$ cat src/rtl/sensor_cfg_pkg.sv
// Purpose: Constants for the sensor configuration register bank
// Assumes: 100 MHz system clock, byte-wide scratch area writes
// Notes:   Rules summary follows
// Functional notes
// - Bit 7 selects 12 or 16-bit format
// - Bit 5 selects 3 ms or 5.5 ms
// - Bit 4 alert latch/comparator, supply only
// - Bit 3 averages eight conversions
// - Bus code 000 one-shot, 010 automatic
// - Bus code 001 stacked, staggered by address
// - Supply codes give periods 8 s to 0.125 s
// - Copy saves config two except address source
// - Lock applies fast speed after checksum read
// - Config one restored at power-on
// - Fast speed cleared by standard reset, or by a restore from an image with bit 7 clear
// - Address source acts on field change
// - Lock sticks and blocks protected writes
package sensor_cfg_pkg;
  localparam logic [7:0] OFS_CONFIG_ONE   = 8'h04;
  localparam logic [7:0] OFS_CONFIG_TWO   = 8'h05;
  localparam logic [7:0] OFS_SHORT_ADDR   = 8'h06;
  localparam logic [7:0] OFS_OFFSET_LO    = 8'h08;
  localparam logic [7:0] RST_CONFIG_ONE   = 8'h70;
  localparam logic [7:0] RST_CONFIG_TWO   = 8'h80;
  localparam int         BIT_FORMAT       = 7;
  localparam int         BIT_RESERVED     = 6;
  localparam int         BIT_DURATION     = 5;
  localparam int         BIT_ALERT_MODE   = 4;
  localparam int         BIT_AVERAGE      = 3;
  localparam int         BIT_FAST         = 7;
  localparam int         BIT_LOCK         = 0;
  localparam int         SCHED_MSB        = 2;
  localparam int         ADDR_SRC_LSB     = 5;
  localparam logic [7:0] ADDR_SRC_MASK    = 8'h60;
  localparam logic [7:0] LOCK_FIXED_MASK  = 8'h81;
  localparam logic [2:0] SCHED_ONE_SHOT   = 3'h0;
  localparam logic [2:0] SCHED_STACKED    = 3'h1;
  localparam logic [2:0] SCHED_AUTO       = 3'h2;
  localparam logic [3:0] AVERAGE_COUNT    = 4'h8;
  localparam int         CLK_MHZ          = 100;
  localparam int         CONV_SHORT_US    = 3000;
  localparam int         CONV_LONG_US     = 5500;
  localparam int         CONV_SHORT_CYC   = CONV_SHORT_US * CLK_MHZ;
  localparam int         CONV_LONG_CYC    = CONV_LONG_US * CLK_MHZ;
  localparam int         PERIOD_MIN_MS    = 125;
  localparam int         PERIOD_MIN_CYC   = PERIOD_MIN_MS * 1000 * CLK_MHZ;
  localparam int         STAGGER_STEP_CYC = 1000;
  typedef enum logic [3:0] {
    ST_IDLE    = 4'b0001,
    ST_STAGGER = 4'b0010,
    ST_CONVERT = 4'b0100,
    ST_DONE    = 4'b1000
  } conv_state_t;
endpackage

$ cat src/rtl/config_store.sv
// Purpose: Nonvolatile image of the two configuration bytes
// Assumes: Image survives rst_b; only por_b reinitialises it
// Notes:   Flip-flop model of the configuration storage
`timescale 1ns/100ps
module config_store
  import sensor_cfg_pkg::*;
(
  input  wire logic       clk_sys,
  input  wire logic       por_b,
  input  wire logic       save,
  input  wire logic [7:0] save_one,
  input  wire logic [7:0] save_two,
  output logic      [7:0] stored_one,
  output logic      [7:0] stored_two
);
  always_ff @(posedge clk_sys) begin
    if (!por_b) begin
      stored_one <= RST_CONFIG_ONE;
      stored_two <= RST_CONFIG_TWO;
    end else if (save) begin
      stored_one <= save_one;
      stored_two <= save_two & ~ADDR_SRC_MASK;
    end
  end
endmodule

$ cat src/rtl/cycle_timer.sv
// Purpose: Loadable down counter giving a one-cycle expiry pulse
// Assumes: load has priority over counting
// Notes:   Count of zero expires on the next edge
`timescale 1ns/100ps
module cycle_timer (
  input  wire logic        clk_sys,
  input  wire logic        rst_b,
  input  wire logic        load,
  input  wire logic [31:0] load_value,
  output logic             expired
);
  logic [31:0] count;
  logic        running;
  wire         at_end = running && (count == 32'h0);

  always_ff @(posedge clk_sys) begin
    if (!rst_b) begin
      count   <= 32'h0;
      running <= 1'b0;
      expired <= 1'b0;
    end else begin
      expired <= at_end && !load;
      if (load) begin
        count   <= load_value;
        running <= 1'b1;
      end else if (at_end) begin
        running <= 1'b0;
      end else if (running) begin
        count <= count - 32'h1;
      end
    end
  end
endmodule

$ cat src/rtl/sensor_config_registers.sv
// Purpose: Two configuration registers and the conversion scheduler they steer
// Assumes: Byte writes arrive from the bus engine on the same clock
// Notes:   Converter and alert logic lie outside; this block times them
`timescale 1ns/100ps
module sensor_config_registers
  import sensor_cfg_pkg::*;
#(
  parameter int CONV_SHORT_CYCLES = CONV_SHORT_CYC,
  parameter int CONV_LONG_CYCLES  = CONV_LONG_CYC,
  parameter int PERIOD_MIN_CYCLES = PERIOD_MIN_CYC
) (
  input  wire logic       clk_sys,
  input  wire logic       rst_b,
  input  wire logic       por_b,
  input  wire logic       wr_en,
  input  wire logic [7:0] wr_addr,
  input  wire logic [7:0] wr_data,
  input  wire logic       copy_cmd,
  input  wire logic       scratch_complete,
  input  wire logic       standard_reset,
  input  wire logic       convert_cmd,
  input  wire logic       bus_powered_pin,
  input  wire logic [7:0] short_address,
  output logic [7:0]      device_config_one,
  output logic [7:0]      device_config_two,
  output logic            result_format_select,
  output logic            conversion_duration_select,
  output logic            alert_comparator_mode,
  output logic            averaging_select,
  output logic [2:0]      conversion_schedule_select,
  output logic            fast_speed_enable,
  output logic [1:0]      short_address_source,
  output logic            address_source_changed,
  output logic            write_protect,
  output logic            protected_write_rejected,
  output logic            conversion_start,
  output logic            conversion_busy,
  output logic            conversion_done
);
  // ---------------------------------------------------------------
  // Power mode detection
  // ---------------------------------------------------------------
  logic bus_pwr_meta;
  logic bus_powered;
  always_ff @(posedge clk_sys) begin
    if (!rst_b) begin
      bus_pwr_meta <= 1'b1;
      bus_powered  <= 1'b1;
    end else begin
      bus_pwr_meta <= bus_powered_pin;
      bus_powered  <= bus_pwr_meta;
    end
  end

  // ---------------------------------------------------------------
  // Register decode
  // ---------------------------------------------------------------
  logic [7:0] stored_one;
  logic [7:0] stored_two;
  logic       restore_pending;
  logic       fast_pending;
  logic [1:0] prev_addr_src;

  wire hit_one     = wr_en && (wr_addr == OFS_CONFIG_ONE);
  wire hit_two     = wr_en && (wr_addr == OFS_CONFIG_TWO);
  wire hit_guarded = wr_en && (wr_addr == OFS_CONFIG_ONE || wr_addr == OFS_CONFIG_TWO
                     || wr_addr == OFS_SHORT_ADDR || wr_addr >= OFS_OFFSET_LO);
  wire lock_set    = device_config_two[BIT_LOCK];
  wire accept_one  = hit_one && !lock_set;
  wire accept_two  = hit_two && !lock_set;
  // Host may only set fast speed
  wire fast_req    = wr_data[BIT_FAST] | device_config_two[BIT_FAST];
  // Fast speed held back while locking
  wire lock_now    = accept_two && wr_data[BIT_LOCK];
  wire fast_apply  = lock_now ? device_config_two[BIT_FAST] : fast_req;
  wire [7:0] next_two_write = {fast_apply, wr_data[BIT_FAST-1:0]};

  config_store u_store (
    .clk_sys    (clk_sys),
    .por_b      (por_b),
    .save       (copy_cmd),
    .save_one   (device_config_one),
    .save_two   (device_config_two),
    .stored_one (stored_one),
    .stored_two (stored_two)
  );

  // ---------------------------------------------------------------
  // Configuration registers
  // ---------------------------------------------------------------
  always_ff @(posedge clk_sys) begin
    if (!rst_b) begin
      device_config_one <= RST_CONFIG_ONE;
      device_config_two <= RST_CONFIG_TWO;
      restore_pending   <= 1'b1;
      fast_pending      <= 1'b0;
    end else begin
      if (restore_pending && !por_b) begin
        restore_pending <= 1'b1;
      end else if (restore_pending) begin
        device_config_one <= stored_one;
        device_config_two <= (stored_two & ~ADDR_SRC_MASK)
                             | (device_config_two & ADDR_SRC_MASK);
        restore_pending   <= 1'b0;
      end else begin
        if (accept_one) begin
          device_config_one <= wr_data;
        end
        if (accept_two) begin
          device_config_two <= next_two_write;
          fast_pending      <= lock_now && wr_data[BIT_FAST];
        end else if (fast_pending && scratch_complete) begin
          device_config_two[BIT_FAST] <= 1'b1;
          fast_pending                <= 1'b0;
        end
      end
      // A speed reset leaves the bus at standard speed, so it beats a restore
      // Standard reset clears
      if (standard_reset) begin
        device_config_two[BIT_FAST] <= 1'b0;
        fast_pending                <= 1'b0;
      end
      if (!por_b) begin
        restore_pending <= 1'b1;
      end
    end
  end

  // ---------------------------------------------------------------
  // Address source change and write rejection
  // ---------------------------------------------------------------
  wire [1:0] addr_src_now = device_config_two[ADDR_SRC_LSB +: 2];
  always_ff @(posedge clk_sys) begin
    if (!rst_b) begin
      prev_addr_src            <= 2'h0;
      address_source_changed   <= 1'b0;
      protected_write_rejected <= 1'b0;
    end else begin
      prev_addr_src            <= addr_src_now;
      address_source_changed   <= (addr_src_now != prev_addr_src);
      protected_write_rejected <= hit_guarded && lock_set;
    end
  end

  assign write_protect        = lock_set;
  assign fast_speed_enable    = device_config_two[BIT_FAST];
  assign short_address_source = addr_src_now;

  // ---------------------------------------------------------------
  // Field outputs
  // ---------------------------------------------------------------
  // Result format
  assign result_format_select       = device_config_one[BIT_FORMAT];
  assign conversion_duration_select = device_config_one[BIT_DURATION];
  assign alert_comparator_mode      = device_config_one[BIT_ALERT_MODE] && !bus_powered;
  assign averaging_select           = device_config_one[BIT_AVERAGE];
  assign conversion_schedule_select = device_config_one[SCHED_MSB:0];

  // ---------------------------------------------------------------
  // Conversion scheduling
  // ---------------------------------------------------------------
  // Decode by power mode
  wire [2:0] sched      = conversion_schedule_select;
  wire       sup_period = !bus_powered && (sched != SCHED_ONE_SHOT);
  wire       bus_auto   = bus_powered && (sched == SCHED_AUTO);
  wire       bus_stack  = bus_powered && (sched == SCHED_STACKED);
  // Period doubles per lower code
  // Inverting a 3-bit code is the same as seven minus the code
  wire [2:0] period_shift = ~sched;
  wire [31:0] period_cycles = 32'(PERIOD_MIN_CYCLES) << period_shift;
  wire [31:0] conv_cycles = conversion_duration_select ? 32'(CONV_LONG_CYCLES)
                                                       : 32'(CONV_SHORT_CYCLES);
  wire [31:0] stagger_cycles = 32'(short_address) * 32'(STAGGER_STEP_CYC);

  conv_state_t state;
  conv_state_t next_state;
  logic [3:0]  avg_left;
  logic        period_expired;
  logic        step_expired;
  logic        period_armed;

  wire period_load = sup_period && !period_armed;
  wire step_load   = (state == ST_IDLE && bus_stack && convert_cmd)
                  || (state == ST_IDLE && !bus_stack && next_state == ST_CONVERT)
                  || (state == ST_STAGGER && step_expired)
                  || (state == ST_CONVERT && step_expired && avg_left > 4'h1);
  wire [31:0] step_value = (state == ST_IDLE && bus_stack) ? stagger_cycles : conv_cycles;

  cycle_timer u_period (
    .clk_sys    (clk_sys),
    .rst_b      (rst_b),
    .load       (period_load || period_expired),
    .load_value (period_cycles),
    .expired    (period_expired)
  );

  cycle_timer u_step (
    .clk_sys    (clk_sys),
    .rst_b      (rst_b),
    .load       (step_load),
    .load_value (step_value),
    .expired    (step_expired)
  );

  wire start_req = (convert_cmd && !bus_stack) || bus_auto
                   || (sup_period && period_expired);

  always_comb begin
    next_state = state;
    case (state)
      ST_IDLE: begin
        if (bus_stack && convert_cmd) begin
          next_state = ST_STAGGER;
        end else if (start_req) begin
          next_state = ST_CONVERT;
        end
      end
      ST_STAGGER: begin
        if (step_expired) begin
          next_state = ST_CONVERT;
        end
      end
      ST_CONVERT: begin
        if (step_expired && avg_left <= 4'h1) begin
          next_state = ST_DONE;
        end
      end
      ST_DONE:  next_state = ST_IDLE;
      default:  next_state = ST_IDLE;
    endcase
  end

  always_ff @(posedge clk_sys) begin
    if (!rst_b) begin
      state        <= ST_IDLE;
      avg_left     <= 4'h1;
      period_armed <= 1'b0;
    end else begin
      state        <= next_state;
      period_armed <= sup_period;
      if (next_state == ST_CONVERT && state != ST_CONVERT) begin
        avg_left <= averaging_select ? AVERAGE_COUNT : 4'h1;
      end else if (state == ST_CONVERT && step_expired) begin
        avg_left <= avg_left - 4'h1;
      end
    end
  end

  assign conversion_start = (state != ST_CONVERT) && (next_state == ST_CONVERT);
  assign conversion_busy  = (state == ST_CONVERT) || (state == ST_STAGGER);
  assign conversion_done  = (state == ST_DONE);
endmodule

$ cat config.mk
export PLATFORM = sky130hd
export DESIGN_NAME = sensor_config_registers
export DESIGN_NICKNAME = d
export VERILOG_FILES = /design/src/rtl/sensor_cfg_pkg.sv /design/src/rtl/config_store.sv /design/src/rtl/cycle_timer.sv /design/src/rtl/sensor_config_registers.sv
export SDC_FILE = /design/constraint.sdc
export NUM_CORES = 1
export LEC_CHECK = 0
export BUFFER_PORTS_ARGS = -buffer_cell sky130_fd_sc_hd__buf_4
export CORE_ASPECT_RATIO = 1.2
export CORE_MARGIN = 10
export CORE_UTILIZATION = 61
export DETAILED_ROUTE_END_ITERATION = 8
export PLACE_DENSITY = 0.81
export SYNTH_ARGS = -nofsm -noshare
export SYNTH_HDL_FRONTEND = slang
export SYNTH_SLANG_ARGS = --single-unit
$ cat constraint.sdc
create_clock -name clk_sys -period 5.9 [get_ports clk_sys]
set_input_delay 1.18 -clock clk_sys [delete_from_list [all_inputs] [get_ports clk_sys]]
set_output_delay 1.18 -clock clk_sys [all_outputs]
set_load 0.05 [all_outputs]
# Yosys cells after proc, flatten, opt, wreduce, memory -nomap -nowiden
# Cells that the tools add are included.
dict set report totals {
  reg_bits 115
  word_cells 151
  out_inout_bits 32
  in_bits 33
}
dict set report classes {
  n_reduce_logical 68
  n_lt_le_gt_ge 3
  n_bitwise 6
  multipliers 1
  muxes 32
  n_addsub 3
  shift 1
  n_eq_ne 16
}
# cell n
set op_table {}
lappend op_table {{$mux 32} 6}
lappend op_table {{$logic_not 32->1} 2}
lappend op_table {{$sub 32x1->32 const B} 2}
lappend op_table {{$mux 20} 2}
lappend op_table {{$mux 8} 4}
lappend op_table {{$shl 24x3->32 const A} 1}
lappend op_table {{$logic_and 1x1->1} 31}
lappend op_table {{$mux 4} 7}
lappend op_table {{$eq 8x3->1 const B} 3}
lappend op_table {{$reduce_bool 2->1} 8}
lappend op_table {{$mul 8x7->15 const B} 1}
lappend op_table {{$pmux 4 s3} 1}
lappend op_table {{$mux 1} 11}
lappend op_table {{$logic_or 1x1->1} 10}
lappend op_table {{$reduce_and 2->1} 5}
lappend op_table {{$eq 4x3->1 const B} 2}
lappend op_table {{$ge 8x4->1 const B} 1}
lappend op_table {{$or 8x7->8} 1}
lappend op_table {{$logic_not 1->1} 7}
lappend op_table {{$mux 7} 1}
lappend op_table {{$reduce_and 3->1} 2}
lappend op_table {{$eq 4x1->1 const B} 1}
lappend op_table {{$eq 4x2->1 const B} 1}
lappend op_table {{$eq 4x4->1 const B} 1}
lappend op_table {{other kinds (16)} 19}

# Longest topological paths before layout
dict set report logic_depth {
  ltp_word 16
  depth_mapped 14
  ltp_nobuf 14
}

# Hierarchy
# From an unflattened synthesis, not the netlist that was laid out.
dict set report hier_totals {
  cells_unflattened 964
  hier_area_um2 8023.9
}
# module n_inst seq_area_each_um2 area_each_um2 cells_each
set modules_own_cells {}
lappend modules_own_cells {cycle_timer 2 680.7 2088.3 263}
lappend modules_own_cells {sensor_config_registers 1 660.6 3295.7 390}
lappend modules_own_cells {config_store 1 280.3 551.8 48}

# Worst setup path before layout
# OpenSTA, ideal clock, no wires.
dict set report synth_timing {
  path_kind {input to register}
  start {input port short_address[1]}
  end {register u_step.count[15]}
  arrival_ns 4.511
  setup_time_ns 0.134
  cell_stages 13
  setup_slack_ns 1.255
  cell_sequence {fa_1 inv_1 fa_1 fa_1 fa_1 inv_1 ha_1 nand3_1 o2111ai_1 a41oi_1 xnor2_1 a211oi_1 a211oi_1}
}
dict set report synth_via {
  elab_chain_len 3
}
# element line
set synth_lines {}
lappend synth_lines {{start: declaration} sensor_config_registers.sv:23} ;# input wire logic [7:0] short_address,
lappend synth_lines {{$mul 8x7->15} sensor_config_registers.sv:173} ;# wire [31:0] stagger_cycles = 32'(short_address) * 32'(STAGGER_STEP_CYC);
lappend synth_lines {{$mux 20} sensor_config_registers.sv:187} ;# wire [31:0] step_value = (state == ST_IDLE && bus_stack) ? stagger_cycles : conv_cycles;
lappend synth_lines {{$mux 32} cycle_timer.sv:23} ;# if (load) begin
lappend synth_lines {{end signal: assignment} cycle_timer.sv:24} ;# count <= load_value;
lappend synth_lines {{end signal: assignment} cycle_timer.sv:29} ;# count <= count - 32'h1;
lappend synth_lines {{end: declaration} cycle_timer.sv:12} ;# logic [31:0] count;
# No other way between the ends.
# A chain may end at the register's enable or synchronous reset.

# Final worst setup path
dict set report layout_timing {
  start {input port short_address[1]}
  end {register u_step.count[17]}
}
# Same word-level chain as after synthesis.

==> results.yml <==
timing:
  fmax_mhz: 213
  max-slew-margin-rel_pct: 22.6
  hold_viol: 0
  finClkSkew_ns: 0.00759
  rsz0062_at_grt: "false"
  timing.final.crit_share_pct: 79.5
  final.setup.tns_ns: 0
  drv_slew: 0
  worstMarginPinSlew_ns: 1.15
  final-setup-viol-count: 0
  setup_ws_ns: 1.21
  period_needed_ns: 4.69
  hold_ws_ns: 0.452
routing:
  drc: 0
  drt_iter0_markers: 603
  wirelength_um: 19500
  wl_per_cell_um: 18.2
  vias_per_cell: 6.20
  dr.pass1.iters: 5
  antenna_left: 0
  routed-via-count: 6665
synth:
  synth-async-reset-ratio_pct: 0
  synthTopCellsByCount: "dfxtp_1 (115), nor2_1 (76), nand2_1 (64)"
  yosys-top-cells-area: "dfxtp_1 (31%), ha_1 (7.0%), fa_1 (5.6%)"
  synth_top_area_share_pct: 30.7
  synth-seq-area-share_pct: 30.7
  ys_warn_count: 0
  synth.most_common_cell: "dfxtp_1"
  synth_seq_cells: 115
  syn_nets: 955
  syn_inst: 859
  ys.flop_type: "dfxtp_1"
  syn_area_per_cell_um2: 8.72
  synth-edff-count: 0
  synth_top_cell_by_area: "dfxtp_1"
  synthesis.area_um2: 7490
  synth_cell_type_count: 85
global_routing:
  grt_overflow: 0
  grt_usage_pct: 23.0
  grt_pass1_vias: 6743
  grt_max_degree: 41
  grt_antenna_before_repair: 0
  grt_pass1_wl_um: 32500
layout:
  seqCellArea_um2: 2300
  area_growth_pct: 15.1
  fill_cells: 903
  nets: 997
  antenna_cells: 0
  final_util_pct: 71.6
  multi_input_area_um2: 4770
  drive_gt1_share_pct: 15.6
clock_network:
  cts_tree: "yes"
  post_cts_buffers: 0
  htreeDepth: 4
  path_clk_slew_ns: 0.06
  cts-resized-gates: 0
  cts.sinks: 115
  cts_max_path_buffers: 2
  clk_latency_ns: 0.41
  cts_root_buf: "clkbuf_16"
  numCtsBuffers: 17
  hold_buffers: 0
critical_path:
  cp-start-kind: "input port"
  crit_required_ns: 6.17
  critical_path_class: "in2reg"
  arrival_ns: 4.96
  reg2reg_depth: 6
  critPathMaxFanout: 6
  end_kind: "register"
die:
  initial_core_util_pct: 62.2
  row_count: 44
  die_area_um2: 17100
  die_w_um: 121
  core-area_um2: 12100
  die-height_um: 141
  boundaryPins: 65
placed_design:
  routabilityCongestion: 0.918
  dp_slack_ns: 0.770
  dp_hpwl_um: 13800
  io_buffers: 64
power:
  p_leak_nw: 3.44
  vdd_drop_max_v: 0.000207
  powerDensity_nw_per_um2: 409
  finalPower_w: 0.00353
job:
  max-cap-violations: 0
min_path:
  whs_path_depth: 1
  hp-class: "reg2reg"
run_status:
  status: "complete, no violations"
worst max-delay path, cell delays in order:
cell       delay (ns)
buf_4            0.14
fa_1             0.53
inv_1            0.06
fa_1             0.53
fa_1             0.45
fa_1             0.51
inv_1            0.04
ha_1             0.37
nand3_1          0.14
o2111ai_1        0.28
a41oi_1          0.21
o21ai_0          0.26
xnor2_1          0.16
o22ai_1          0.09
cells by family after synthesis:
family                     share of synthesized area (%)
adders and majority gates                           12.6
muxes                                               2.54
buffers and inverters                               5.79
AOI/OAI and AO/OA                                   17.0
and+or+nand+nor                                     24.3
xor gates and xnor gates                            7.01
DFF                                                 30.7
report_power, final:
part | internal [W] | switching, W
Sequential | 0.000864 | 0.000118
Combinational | 0.000554 | 0.000880
Clock | 0.000740 | 0.000374
Total | 0.00216 | 0.00137
sequential cells by signal (all words and copies together) (netlist names), 2 cells and up, named ones only:
signal              cells
device_config_two       6
u_store.stored_one      8
device_config_one       8
avg_left                4
u_period.count         32
u_step.count           32
u_store.stored_two      6
prev_addr_src           2
state                   4
through the flow:
step	cells	cell area (um2)
after floorplan	859	7490
after global placement	1043	7980
after detailed placement	1043	7980
after CTS	1075	8630
after global routing	1075	8630
final	1075	8630
per-layer routing:
| layer | part of all wire [%] | up-vias | GRT usage [%] | wire length [um] |
|---|---|---|---|---|
| li1 | - | 3178 | - | - |
| met1 | 39 | 3202 | 24.5 | 7530 |
| met2 | 53 | 223 | 42.0 | 10400 |
| met3 | 4.6 | 62 | 4.88 | 902 |
| met4 | 3.8 | 0 | 10.8 | 738 |
| met5 | 0 | - | 0 | 0 |
layout by cell type, fill, tap and decap left out, drive strengths merged, types with 12 or more instances in the layout:
cell type	synthesis	final
dfxtp	115	115
ha	42	42
clkbuf	21	20
nor4	26	26
buf	26	70
xnor2	36	36
o21ai	31	31
nor2b	22	22
mux2i	19	19
fa	21	21
nor4b	12	12
nand3	23	23
inv	49	49
a21oi	50	50
a211oi	25	25
nor2	78	78
nand2	65	65
nor3	27	27
xor2	24	24
path summary, 6_finish.rpt:
| path | to | from | slack [ns] |
|---|---|---|---|
| worst max-delay path | u_step.count[17] | short_address[1] | 1.21 |
| worst max register to register | u_step.expired | device_config_one[1] | 2.62 |
| worst min register to register | bus_powered | bus_pwr_meta | 0.45 |
| worst min-delay path | bus_powered | bus_pwr_meta | 0.45 |
final cells by class:
type	instances	share of cell area (%)
Timing Repair Buffer	70	6.09
Multi-Input combinational cell	648	55.3
Sequential cell	115	26.7
Clock buffer	20	5.41
Inverter	49	2.13
Clock inverter	12	2.07
Tap cell	161	2.33
Power figures use the tool's default switching activity.
